File: config.mk
export PLATFORM = sky130hd
export DESIGN_NAME = clock_gen_control
export DESIGN_NICKNAME = d
export VERILOG_FILES = /design/src/clock_gen_pkg.sv /design/src/clock_gen_control.sv /design/src/clock_prescaler.sv /design/src/clock_stop_detector.sv
export VERILOG_INCLUDE_DIRS = /design/src /design/src/src
export SDC_FILE = /design/constraint.sdc
export NUM_CORES = 1
export LEC_CHECK = 0
export BUFFER_PORTS_ARGS = -buffer_cell sky130_fd_sc_hd__buf_2
export CAP_MARGIN = 40
export CORE_UTILIZATION = 50
export DETAILED_ROUTE_END_ITERATION = 10
export PLACE_DENSITY = 0.7
export SLEW_MARGIN = 10
export SYNTH_ARGS = -nofsm -noshare
export SYNTH_HDL_FRONTEND = slang
export SYNTH_SLANG_ARGS = --single-unit
File: constraint.sdc
create_clock -name clk -period 6.5 [get_ports clk]
set_input_delay 1.3 -clock clk [delete_from_list [all_inputs] [get_ports clk]]
set_output_delay 1.3 -clock clk [all_outputs]
set_load 0.05 [all_outputs]
File: src/clock_gen_map.svh
`ifndef CLOCK_GEN_MAP_SVH
`define CLOCK_GEN_MAP_SVH

// Clock rate
`define CLK_PERIOD_NS            10

// Timing
`define MON_START_DELAY_NS       300000
`define MON_START_CYCLES         ((`MON_START_DELAY_NS + `CLK_PERIOD_NS - 1) / `CLK_PERIOD_NS)
`define MAIN_STOP_TIMEOUT_NS     2000
`define MAIN_STOP_CYCLES         ((`MAIN_STOP_TIMEOUT_NS + `CLK_PERIOD_NS - 1) / `CLK_PERIOD_NS)

// System clock control 0 fields
`define SC0_PERIPH_WAIT_STOP_BIT 2
`define SC0_MAIN_OSC_STOP_BIT    5
`define SC0_DIV8_SELECT_BIT      6

// System clock control 1 fields
`define SC1_MAIN_PIN_SELECT_BIT  3
`define SC1_SLOW_OSC_OFF_BIT     4
`define SC1_CPU_DIV_LOW_BIT      6
`define SC1_CPU_DIV_HIGH_BIT     7

// Stop detect register fields
`define SD_CFG_LOW_BIT           0
`define SD_CFG_HIGH_BIT          1
`define SD_SRC_SELECT_BIT        2

// Fast oscillator control fields
`define FC_ON_BIT                0
`define FC_OSC_SELECT_BIT        1

// Fast oscillator divide field
`define FD_LOW_BIT               0
`define FD_HIGH_BIT              2

// Voltage control 2 fields
`define V2_MON1_ENABLE_BIT       6
`define V2_MON2_ENABLE_BIT       7

// Reset values
`define RST_MAIN_OSC_STOP        1'b1
`define RST_DIV8_SELECT          1'b1
`define RST_SRC_SELECT           1'b1
`define RST_SLOW_OSC_OFF         1'b0
`define RST_CPU_DIV              2'h0
`define RST_STOP_DETECT_CFG      2'h0
`define RST_FAST_TRIM            8'h80
`define RST_FAST_DIVIDE          3'h0

// Divider mask and end counts
`define CPU_MASK_DIV8            4'h7
`define SYS_PERIOD_END           4'hf
`define OCO_DIV128_END           7'h7f

`endif

File: src/clock_gen_pkg.sv
package clock_gen_pkg;

   typedef enum logic [2:0] {
      SEL_CLOCK0,
      SEL_CLOCK1,
      SEL_STOP_DETECT,
      SEL_FAST_CTRL,
      SEL_FAST_TRIM,
      SEL_FAST_DIVIDE,
      SEL_VOLTAGE2
   } reg_select_t;

   typedef enum logic {
      SRC_ONCHIP,
      SRC_MAIN
   } sys_src_t;

   typedef struct packed {
      logic       periphWaitStop;
      logic       mainOscStop;
      logic       div8Select;
      logic       mainPinSelect;
      logic       slowOscOff;
      logic [1:0] cpuDiv;
      logic       sysclkSourceSelect;
      logic [1:0] stopDetectCfg;
      logic       fastOscOn;
      logic       oscSelect;
      logic [7:0] fastOscTrim;
      logic [2:0] fastOscDivide;
      logic       monitor1Enable;
      logic       monitor2Enable;
   } clock_cfg_t;

   typedef struct packed {
      logic cpu;
      logic f1;
      logic f2;
      logic f4;
      logic f8;
      logic f32;
      logic onchipOsc;
      logic fastTimer;
      logic converterFast;
      logic slowSafety;
      logic onchipDiv128;
   } clock_pulses_t;

endpackage

File: src/clock_gen_control.sv
`timescale 1ns/1ns
`default_nettype none

`include "clock_gen_map.svh"

module clock_gen_control
   import clock_gen_pkg::*;
#(
   parameter int MONITOR_START_CYCLES = `MON_START_CYCLES
) (
   input  wire logic          clk,
   input  wire logic          rst,
   input  wire logic          softReset,
   input  wire logic          regWrite,
   input  wire reg_select_t   regSelect,
   input  wire logic [7:0]    regWriteData,
   input  wire logic          clockWriteGuard,
   input  wire logic          voltageWriteGuard,
   input  wire logic          waitMode,
   input  wire logic          stopMode,
   input  wire logic          wdtProtectMode,
   input  wire logic          extClockMode,
   input  wire logic          mainClockTick,
   input  wire logic          fastOscTick,
   input  wire logic          slowOscTick,
   output var  clock_cfg_t    cfg,
   output var  clock_pulses_t clocks,
   output var  logic          mainOscEnable,
   output var  logic          feedbackResistorOn,
   output var  logic          mainStopped,
   output var  logic          sysclkFromMain,
   output var  logic          monitor1Ready,
   output var  logic          monitor2Ready
);

   localparam clock_cfg_t CFG_RESET = '{
      periphWaitStop:     1'b0,
      mainOscStop:        `RST_MAIN_OSC_STOP,
      div8Select:         `RST_DIV8_SELECT,
      mainPinSelect:      1'b0,
      slowOscOff:         `RST_SLOW_OSC_OFF,
      cpuDiv:             `RST_CPU_DIV,
      sysclkSourceSelect: `RST_SRC_SELECT,
      stopDetectCfg:      `RST_STOP_DETECT_CFG,
      fastOscOn:          1'b0,
      oscSelect:          1'b0,
      fastOscTrim:        `RST_FAST_TRIM,
      fastOscDivide:      `RST_FAST_DIVIDE,
      monitor1Enable:     1'b0,
      monitor2Enable:     1'b0
   };
   localparam logic [19:0] MON_LIMIT = 20'(MONITOR_START_CYCLES);

   function automatic logic [3:0] cpuMask(input logic div8, input logic [1:0] field);
      logic [3:0] m;
      m = `CPU_MASK_DIV8;
      if (!div8) begin
         unique case (field)
            2'h0: m = 4'h0;
            2'h1: m = 4'h1;
            2'h2: m = 4'h3;
            2'h3: m = 4'hf;
         endcase
      end
      return m;
   endfunction

   ////////////////////////////////////////////////////////////////////////////
   // Configuration bits

   clock_cfg_t next_cfg;
   logic       stopPrev;
   logic       next_stopPrev;

   always_comb begin
      next_cfg      = cfg;
      next_stopPrev = stopMode;
      if (softReset) begin
         next_cfg                = CFG_RESET;
         next_cfg.monitor2Enable = cfg.monitor2Enable;
      end else if (regWrite) begin
         unique case (regSelect)
            SEL_CLOCK0: if (clockWriteGuard) begin
               next_cfg.periphWaitStop = regWriteData[`SC0_PERIPH_WAIT_STOP_BIT];
               next_cfg.mainOscStop    = regWriteData[`SC0_MAIN_OSC_STOP_BIT];
               next_cfg.div8Select     = regWriteData[`SC0_DIV8_SELECT_BIT];
            end
            SEL_CLOCK1: if (clockWriteGuard) begin
               // Pin select is sticky once set
               next_cfg.mainPinSelect = cfg.mainPinSelect | regWriteData[`SC1_MAIN_PIN_SELECT_BIT];
               if (!wdtProtectMode) begin
                  next_cfg.slowOscOff = regWriteData[`SC1_SLOW_OSC_OFF_BIT];
               end
               next_cfg.cpuDiv = regWriteData[`SC1_CPU_DIV_HIGH_BIT:`SC1_CPU_DIV_LOW_BIT];
            end
            SEL_STOP_DETECT: if (clockWriteGuard) begin
               next_cfg.stopDetectCfg      = regWriteData[`SD_CFG_HIGH_BIT:`SD_CFG_LOW_BIT];
               next_cfg.sysclkSourceSelect = regWriteData[`SD_SRC_SELECT_BIT];
            end
            SEL_FAST_CTRL: if (clockWriteGuard) begin
               next_cfg.fastOscOn = regWriteData[`FC_ON_BIT];
               next_cfg.oscSelect = regWriteData[`FC_OSC_SELECT_BIT];
            end
            SEL_FAST_TRIM: if (clockWriteGuard) begin
               next_cfg.fastOscTrim = regWriteData;
            end
            SEL_FAST_DIVIDE: if (clockWriteGuard) begin
               next_cfg.fastOscDivide = regWriteData[`FD_HIGH_BIT:`FD_LOW_BIT];
            end
            SEL_VOLTAGE2: if (voltageWriteGuard) begin
               next_cfg.monitor1Enable = regWriteData[`V2_MON1_ENABLE_BIT];
               next_cfg.monitor2Enable = regWriteData[`V2_MON2_ENABLE_BIT];
            end
            default: ;
         endcase
      end
      // Hardware updates win over software writes
      if (mainStopped && cfg.stopDetectCfg == 2'h3) begin
         next_cfg.sysclkSourceSelect = 1'b1;
      end
      if (next_cfg.sysclkSourceSelect) begin
         next_cfg.slowOscOff = 1'b0;
      end
      if (stopMode && !stopPrev) begin
         next_cfg.div8Select = 1'b1;
      end
   end

   always_ff @(posedge clk or posedge rst) begin
      if (rst) begin
         cfg      <= CFG_RESET;
         stopPrev <= 1'b0;
      end else begin
         cfg      <= next_cfg;
         stopPrev <= next_stopPrev;
      end
   end

   ////////////////////////////////////////////////////////////////////////////
   // Oscillator gating and source selection

   logic     mainTick;
   logic     ocoTick;
   logic     sysTick;
   sys_src_t src;
   sys_src_t next_src;
   logic     next_mainOscEnable;
   logic     next_feedback;

   always_comb begin
      next_mainOscEnable = cfg.mainPinSelect && !cfg.mainOscStop && !stopMode;
      next_feedback      = cfg.mainPinSelect && !stopMode;
      mainTick = mainClockTick && (mainOscEnable || extClockMode) && !stopMode;
      ocoTick  = cfg.oscSelect ? (fastOscTick && cfg.fastOscOn)
                               : (slowOscTick && !cfg.slowOscOff);
      sysTick  = !stopMode && (src == SRC_MAIN ? mainTick : ocoTick);
      next_src = src;
      // Hand over only on an edge of the old source, or when it is dead
      unique case (src)
         SRC_ONCHIP: if (!cfg.sysclkSourceSelect && (ocoTick || stopMode)) next_src = SRC_MAIN;
         SRC_MAIN:   if (cfg.sysclkSourceSelect && (mainTick || mainStopped)) next_src = SRC_ONCHIP;
      endcase
   end

   always_ff @(posedge clk or posedge rst) begin
      if (rst) begin
         src                <= SRC_ONCHIP;
         mainOscEnable      <= 1'b0;
         feedbackResistorOn <= 1'b0;
         sysclkFromMain     <= 1'b0;
      end else begin
         src                <= next_src;
         mainOscEnable      <= next_mainOscEnable;
         feedbackResistorOn <= next_feedback;
         sysclkFromMain     <= next_src == SRC_MAIN;
      end
   end

   clock_stop_detector u_stop_detect (
      .clk     (clk),
      .rst     (rst),
      .enable  (cfg.stopDetectCfg[0]),
      .tick    (mainTick),
      .stopped (mainStopped)
   );

   ////////////////////////////////////////////////////////////////////////////
   // Dividers and clock enables

   logic [6:0]    sysCount;
   logic [6:0]    ocoCount;
   logic [3:0]    activeMask;
   logic [3:0]    next_activeMask;
   clock_pulses_t next_clocks;
   logic          periphRun;

   clock_prescaler #(.WIDTH(7)) u_sys_prescaler (
      .clk   (clk),
      .rst   (rst),
      .tick  (sysTick),
      .count (sysCount)
   );

   clock_prescaler #(.WIDTH(7)) u_oco_prescaler (
      .clk   (clk),
      .rst   (rst),
      .tick  (ocoTick && !stopMode),
      .count (ocoCount)
   );

   always_comb begin
      next_activeMask = activeMask;
      // New divisor applied at the common period boundary only
      if (sysTick && sysCount[3:0] == `SYS_PERIOD_END) begin
         next_activeMask = cpuMask(cfg.div8Select, cfg.cpuDiv);
      end
      periphRun = !(waitMode && cfg.periphWaitStop);
      next_clocks.cpu = sysTick && !waitMode && ((sysCount[3:0] & activeMask) == activeMask);
      next_clocks.f1  = sysTick && periphRun;
      next_clocks.f2  = sysTick && periphRun && sysCount[0];
      next_clocks.f4  = sysTick && periphRun && &sysCount[1:0];
      next_clocks.f8  = sysTick && periphRun && &sysCount[2:0];
      next_clocks.f32 = sysTick && periphRun && &sysCount[4:0];
      next_clocks.onchipOsc     = ocoTick && !stopMode;
      next_clocks.fastTimer     = fastOscTick && cfg.fastOscOn && !stopMode;
      next_clocks.converterFast = fastOscTick && cfg.fastOscOn && !stopMode;
      next_clocks.slowSafety    = slowOscTick && !cfg.slowOscOff && (!stopMode || wdtProtectMode);
      next_clocks.onchipDiv128  = ocoTick && !stopMode && ocoCount == `OCO_DIV128_END;
   end

   always_ff @(posedge clk or posedge rst) begin
      if (rst) begin
         activeMask <= `CPU_MASK_DIV8;
         clocks     <= '0;
      end else begin
         activeMask <= next_activeMask;
         clocks     <= next_clocks;
      end
   end

   ////////////////////////////////////////////////////////////////////////////
   // Voltage monitor start delay

   logic [19:0] monCount [2];
   logic [19:0] next_monCount [2];
   logic [1:0]  monEnable;
   logic [1:0]  next_monReady;

   always_comb begin
      monEnable = {cfg.monitor2Enable, cfg.monitor1Enable};
      for (int i = 0; i < 2; i++) begin
         next_monCount[i] = monCount[i];
         if (!monEnable[i]) begin
            next_monCount[i] = '0;
         end else if (monCount[i] != MON_LIMIT) begin
            next_monCount[i] = monCount[i] + 20'h00001;
         end
         next_monReady[i] = monEnable[i] && next_monCount[i] == MON_LIMIT;
      end
   end

   always_ff @(posedge clk or posedge rst) begin
      if (rst) begin
         monCount[0]   <= '0;
         monCount[1]   <= '0;
         monitor1Ready <= 1'b0;
         monitor2Ready <= 1'b0;
      end else begin
         monCount[0]   <= next_monCount[0];
         monCount[1]   <= next_monCount[1];
         monitor1Ready <= next_monReady[0];
         monitor2Ready <= next_monReady[1];
      end
   end
endmodule

`default_nettype wire

File: src/clock_prescaler.sv
`timescale 1ns/1ns
`default_nettype none

module clock_prescaler #(
   parameter int WIDTH = 7
) (
   input  wire logic             clk,
   input  wire logic             rst,
   input  wire logic             tick,
   output var  logic [WIDTH-1:0] count
);

   logic [WIDTH-1:0] next_count;

   always_comb begin
      next_count = count;
      if (tick) begin
         next_count = count + WIDTH'(1);
      end
   end

   always_ff @(posedge clk or posedge rst) begin
      if (rst) begin
         count <= '0;
      end else begin
         count <= next_count;
      end
   end

endmodule

`default_nettype wire

File: src/clock_stop_detector.sv
`timescale 1ns/1ns
`default_nettype none

`include "clock_gen_map.svh"

module clock_stop_detector (
   input  wire logic clk,
   input  wire logic rst,
   input  wire logic enable,
   input  wire logic tick,
   output var  logic stopped
);

   localparam logic [15:0] LIMIT = 16'(`MAIN_STOP_CYCLES);

   logic [15:0] idle;
   logic [15:0] next_idle;
   logic        next_stopped;

   // Stopped once no edge for the whole timeout; cleared by a new edge
   always_comb begin
      next_idle    = idle;
      next_stopped = stopped;
      if (!enable || tick) begin
         next_idle    = '0;
         next_stopped = 1'b0;
      end else if (idle != LIMIT) begin
         next_idle = idle + 16'h0001;
      end else begin
         next_stopped = 1'b1;
      end
   end

   always_ff @(posedge clk or posedge rst) begin
      if (rst) begin
         idle    <= '0;
         stopped <= 1'b0;
      end else begin
         idle    <= next_idle;
         stopped <= next_stopped;
      end
   end

endmodule

`default_nettype wire
* Word-level counts from Yosys, hierarchy flattened
Cells that the tools add are included.
** Operators by class
- Add/subtract/negate cells :: 5
- $mul :: 0
- Div/mod/pow operators :: 0
- Order comparisons :: 0
- Eq/ne operators :: 20
- Shift operators :: 0
- Multiplexer cells :: 35
- Bitwise logic cells :: 4
- Reductions and logical operators :: 72
** Operator list (number)
- $mux W20 :: 4
- $mux W25 :: 2
- $add A20 B1 Y20 const B :: 2
- $eq A20 B15 Y1 const B :: 2
- $ne A20 B15 Y1 const B :: 2
- $mux W16 :: 2
- $logic_and A1 B1 Y1 :: 27
- $reduce_and A3 Y1 :: 9
- $reduce_bool A2 Y1 :: 11
- $mux W3 :: 6
- $reduce_bool A3 Y1 :: 6
- $add A16 B1 Y16 const B :: 1
- $mux W8 :: 2
- $ne A16 B8 Y1 const B :: 1
- $pmux W4 S4 :: 1
- $add A7 B1 Y7 const B :: 2
- $mux W4 :: 3
- $mux W1 :: 10
- $eq A3 B3 Y1 const B :: 3
- $logic_not A1 Y1 :: 8
- $mux W2 :: 4
- $reduce_and A4 Y1 :: 2
- $eq A7 B7 Y1 const B :: 1
- $eq A2 B2 Y1 const B :: 3
- other kinds (16) :: 22
** Storage, ports and cells
- Register bits after elaboration :: 116
- Latch bits :: 0
- RAM bits :: 0
- ROM bits :: 0
- Input bits :: 24
- Output and inout bits :: 42
- Logic and storage cells :: 173
- Memories kept :: 0

* Logic depth before layout (Yosys ltp)
- Depth in word-level cells :: 8
- Gate-level depth with buffers :: 9
- Mapped depth without buffers :: 8

* By module
A second synthesis with hierarchy kept.
** Second synthesis, totals
- Cell total of the unflattened synthesis :: 597
- Area total of the unflattened synthesis :: 5903.2 µm²
** By module, submodules not included
- clock_gen_control :: instances 1, cells each 454, area an instance 4405.5 µm², sequential area each 2135.8 µm²
- clock_stop_detector :: instances 1, cells each 97, area an instance 924.6 µm², sequential area each 425.4 µm²
- clock_prescaler :: instances 2, cells each 23, area an instance 286.5 µm², sequential area each 175.2 µm²

* Worst setup path after synthesis
No wires, ideal clock.
- Kind :: input port to flip-flop
- Start :: in slowOscTick
- End :: reg activeMask[3]
- Library setup time :: 0.125 ns
- Arrival :: 2.791 ns
- Data required time :: 6.375 ns
- Slack :: 3.585 ns
- Stages :: 7
- Cell sequence :: nor3b_1 a31oi_1 nor2b_1 a211oi_2 and2_1 buf_2 mux2_2
** On the way
- Word-level cells in the longest chain between the ends :: 5
** RTL lines
- start: declaration :: line clock_gen_control.sv:25 : input wire logic slowOscTick,
- $logic_and A1 B1 Y1 :: line clock_gen_control.sv:155 : : (slowOscTick && !cfg.slowOscOff);
- $mux W1 :: line clock_gen_control.sv:154 : ocoTick = cfg.oscSelect ? (fastOscTick && cfg.fastOscOn)
- $mux W1 :: line clock_gen_control.sv:156 : sysTick = !stopMode && (src == SRC_MAIN ? mainTick : ocoTick);
- $logic_and A1 B1 Y1 :: line clock_gen_control.sv:156
- $logic_and A1 B1 Y1 (no source line)
- end signal: assignment :: line clock_gen_control.sv:233 : activeMask <= `CPU_MASK_DIV8;
- end signal: assignment :: line clock_gen_control.sv:236 : activeMask <= next_activeMask;
- end: declaration :: line clock_gen_control.sv:192 : logic [3:0] activeMask;
Every way passes these cells.
A chain may end at the register's enable or synchronous reset.

* Final worst setup path
- Start :: reg cfg[0] (netlist name)
- End :: out cfg[0] (netlist name)
** RTL lines
- start: declaration :: line clock_gen_control.sv:26 : output var clock_cfg_t cfg,
- start signal: assignment :: line clock_gen_control.sv:134 : cfg <= next_cfg;
No word-level cell between the ends.

==> metrics.txt <==
register area share after synthesis=0.489; Post-CTS Hold Buffers=0; Clk pin slew, worst setup/hold paths=0.06 ns; CTS Buf Count=17; fraction of registers with async set or reset after synthesis=1.00; TritonCTS clock tree=done; outcome=finished, final reports clean; r2r worst-path depth=8; Bufs on Longest Clock Path=2; Cell Area, Synth=0.00586 sq mm; main combinational cell family by area after synthesis=simple AND/OR/NAND/NOR gates; leakage=3.12 nW; CP Cell Sequence=buf_2; post-layout minimum cycle time=2.80 ns; HPWL Detailed=8420 um; RR Endpoint=monitor1Ready; Adder-Cell Fraction of Synth Area=0.0214; Synth cell types=62; hold path depth=2; CTS sink count=114; H-Tree Depth=4; slowest cell on the critical path=dfrtp_1; r2r setup slk=3.81 ns; Yosys reg bits=114; row count=39; Crit path max-delay family=flip-flops; diode count=0; WP depth=1; synth warn=0; Post-Synth XOR/XNOR Area=0.0808; hold endpoint=activeMask[1]; Synth Net Count=618; crit end category=primary output; DRC=0; syn_area_per_cell=10.0 sq um; final non-filler cell total=805; critical path fanouts, max=21; GRT Total Usage=0.224; layout cells sized above 1=0.198; PostCTS Resize Cnt=0; Worst VDD drop=0.222 mV; mux cell area share after synthesis=0.0474; area growth from synthesis to layout=17.8%; Starting Density=0.513; largest net degree at the start of global routing=64; Die X=110 um; Routed WL per cell=15.2 um; worst hold margin=0.469 ns; Crit Path Class=reg -> out; clk root buf=clkbuf_16; vias in the first global route=4269; GPL Wtd Cong=0.858; Die Y=110 um; Antenna Violating Nets Remaining=0; hold wc startpoint=activeMask[1]; Vias/cell=5.44; clock skew=0.00539 ns; vias after detailed routing=4376; Detailed Routing Iterations Pass 1=4; total of max-cap violations=0; Buf/Inv on CP=1; total power=1.96 mW; Primary FF master, synth=dfrtp_1; GR Overflow Total=0; worst-skew pair later-pin latency=0.41 ns; Final setup viols=0; FF-to-FF Start=monCount[20]; Post-Syn Instances=584; final hold viol count=0; FILL cells=966; Placed Cells=773; compound-gate portion of the synthesized area=0.0703; CP max stage delay=0.71 ns; total I/O pin count=66; Arr. time, crit path=1.50 ns; Post-synth EDFFs=0; first-pass GRT wire length=20300 um; period utilization=0.431; Core Footprint=0.0114 sq mm; RSZ-0062 raised after global routing=no; Slew Viols, Final=0; initial DRC count=286; CP Data Required Time=5.20 ns; pwr dens=285 mW/mm^2; Post-CTS Setup Bufs=0; setup TNS=0 ns; Fmax achieved=0.357 GHz; initial antenna violation count=0; Post-Route WL=12200 um; count of buffers from port buffering=65; simple-gate share of the synthesized area=0.259; die area=0.0121 sq mm; CP Launch Type=register; Worst Tran Pin Value=0.906 ns; Hold WC Path Type=reg -> reg; Net count, final=683; Max-Slew Margin vs Limit=0.390
[how the worst max path moves through the flow]
stage | start | end | slack, ns
finish | cfg[0] | cfg[0] | 3.70
global route | slowOscTick | activeMask[3] | 3.56
CTS | cfg[0] | cfg[0] | 3.65
detailed placement | slowOscTick | activeMask[3] | 3.29
global placement | slowOscTick | activeMask[3] | 3.37
floorplan | rst | activeMask[3] | 2.20
[per-layer routing]
layer | wire, um | up-vias | track usage
met5 | 0 | - | 0
met4 | 153 | 0 | 0.0780
met3 | 645 | 13 | 0.0852
met2 | 5910 | 105 | 0.351
met1 | 5520 | 2106 | 0.284
li1 | - | 2152 | -
[through the flow]
| step | setup WS (ns) | cell area, sq um | utilization |
|---|---|---|---|
| after global routing | 3.56 | 6900 | 0.604 |
| after global placement | 3.37 | 6250 | 0.548 |
| after floorplan | 2.20 | 5860 | - |
| after CTS | 3.65 | 6900 | 0.604 |
| after detailed placement | 3.29 | 6260 | 0.548 |
| final | 3.70 | 6900 | 0.604 |
[tightest hold or removal path, stage by stage (launching register included)]
cell,delay [ns]
dfstp_2,0.36
inv_1,0.05
mux2i_1,0.05
[cells in the final DEF, fill, tap and decap left out, types with 6 or more instances in the layout]
master and count:
dfrtp_1 107, buf_2 65, nor2_1 57, nand2_1 48, and2_1 31, xnor2_1 30
a21oi_1 29, nand3_1 26, xor2_1 24, mux2i_1 21, inv_1 19, nor2b_1 18
clkbuf_16 17, nand4_1 13, o21ai_0 12, and3_1 11, nor3_1 10, ha_1 10
or3_1 9, nor4_1 7, dfstp_2 7, mux2_2 6
[flip-flops by register name (all words and copies together) (netlist names), 4 cells and up]
signal	flops
cfg	25
u_oco_prescaler.count	7
u_stop_detect.idle	16
u_sys_prescaler.count	5
clocks	10
activeMask	4
monCount	40
[power by group]
group	internal (mW)	switching [mW]
logic	0.0638	0.0983
clock network	0.656	0.346
registers	0.757	0.0431
[final cells by class]
cell class                      instances  area [sq um]  share of cell area
Clock buffer                           18           439              0.0636
Clock inverter                         14           201              0.0292
Inverter                               20          77.6              0.0112
Multi-Input combinational cell        429          2800               0.406
Sequential cell                       114          2860               0.415
Tap cell                              143           179              0.0259
Timing Repair Buffer                   67           340              0.0493
[synthesized netlist by cell type, types with 3 or more instances]
cell type | number | area, sq um
dfstp_2 | 7 | 184
and3_1 | 11 | 68.8
nor2_1 | 57 | 214
a21oi_1 | 29 | 145
a31oi_1 | 3 | 18.8
nor4_1 | 7 | 43.8
nand2_1 | 48 | 180
or3_1 | 9 | 56.3
mux2_2 | 6 | 67.6
o21ai_0 | 12 | 60.1
xnor2_1 | 30 | 263
buf_2 | 3 | 15.0
ha_1 | 10 | 125
nor2b_1 | 18 | 113
nand3_1 | 26 | 130
nor3_1 | 10 | 50.1
nor4b_1 | 3 | 26.3
mux2i_1 | 21 | 210
o31ai_1 | 3 | 22.5
a21boi_1 | 3 | 22.5
nand4_1 | 13 | 81.3
inv_1 | 20 | 75.1
and2_1 | 31 | 194
buf_4 | 5 | 37.5
clkbuf_1 | 10 | 37.5
xor2_1 | 24 | 210
nand3_2 | 4 | 40.0
nor3b_1 | 3 | 22.5
dfrtp_1 | 107 | 2680
and4_1 | 4 | 35.0
or2_2 | 3 | 18.8
nand2b_1 | 5 | 31.3
nor4_2 | 3 | 37.5
[cell families (layout without fill, tap and decap cells)]
group                      Yosys count  count (layout)
AOI/OAI and AO/OA                   67              67
xor gates and xnor gates            54              54
adders and majority gates           10              10
buffers and inverters               41             119
DFF                                114             114
muxes                               27              27
and+or+nand+nor                    271             271
No activity file was read; power rests on OpenSTA's default activity.
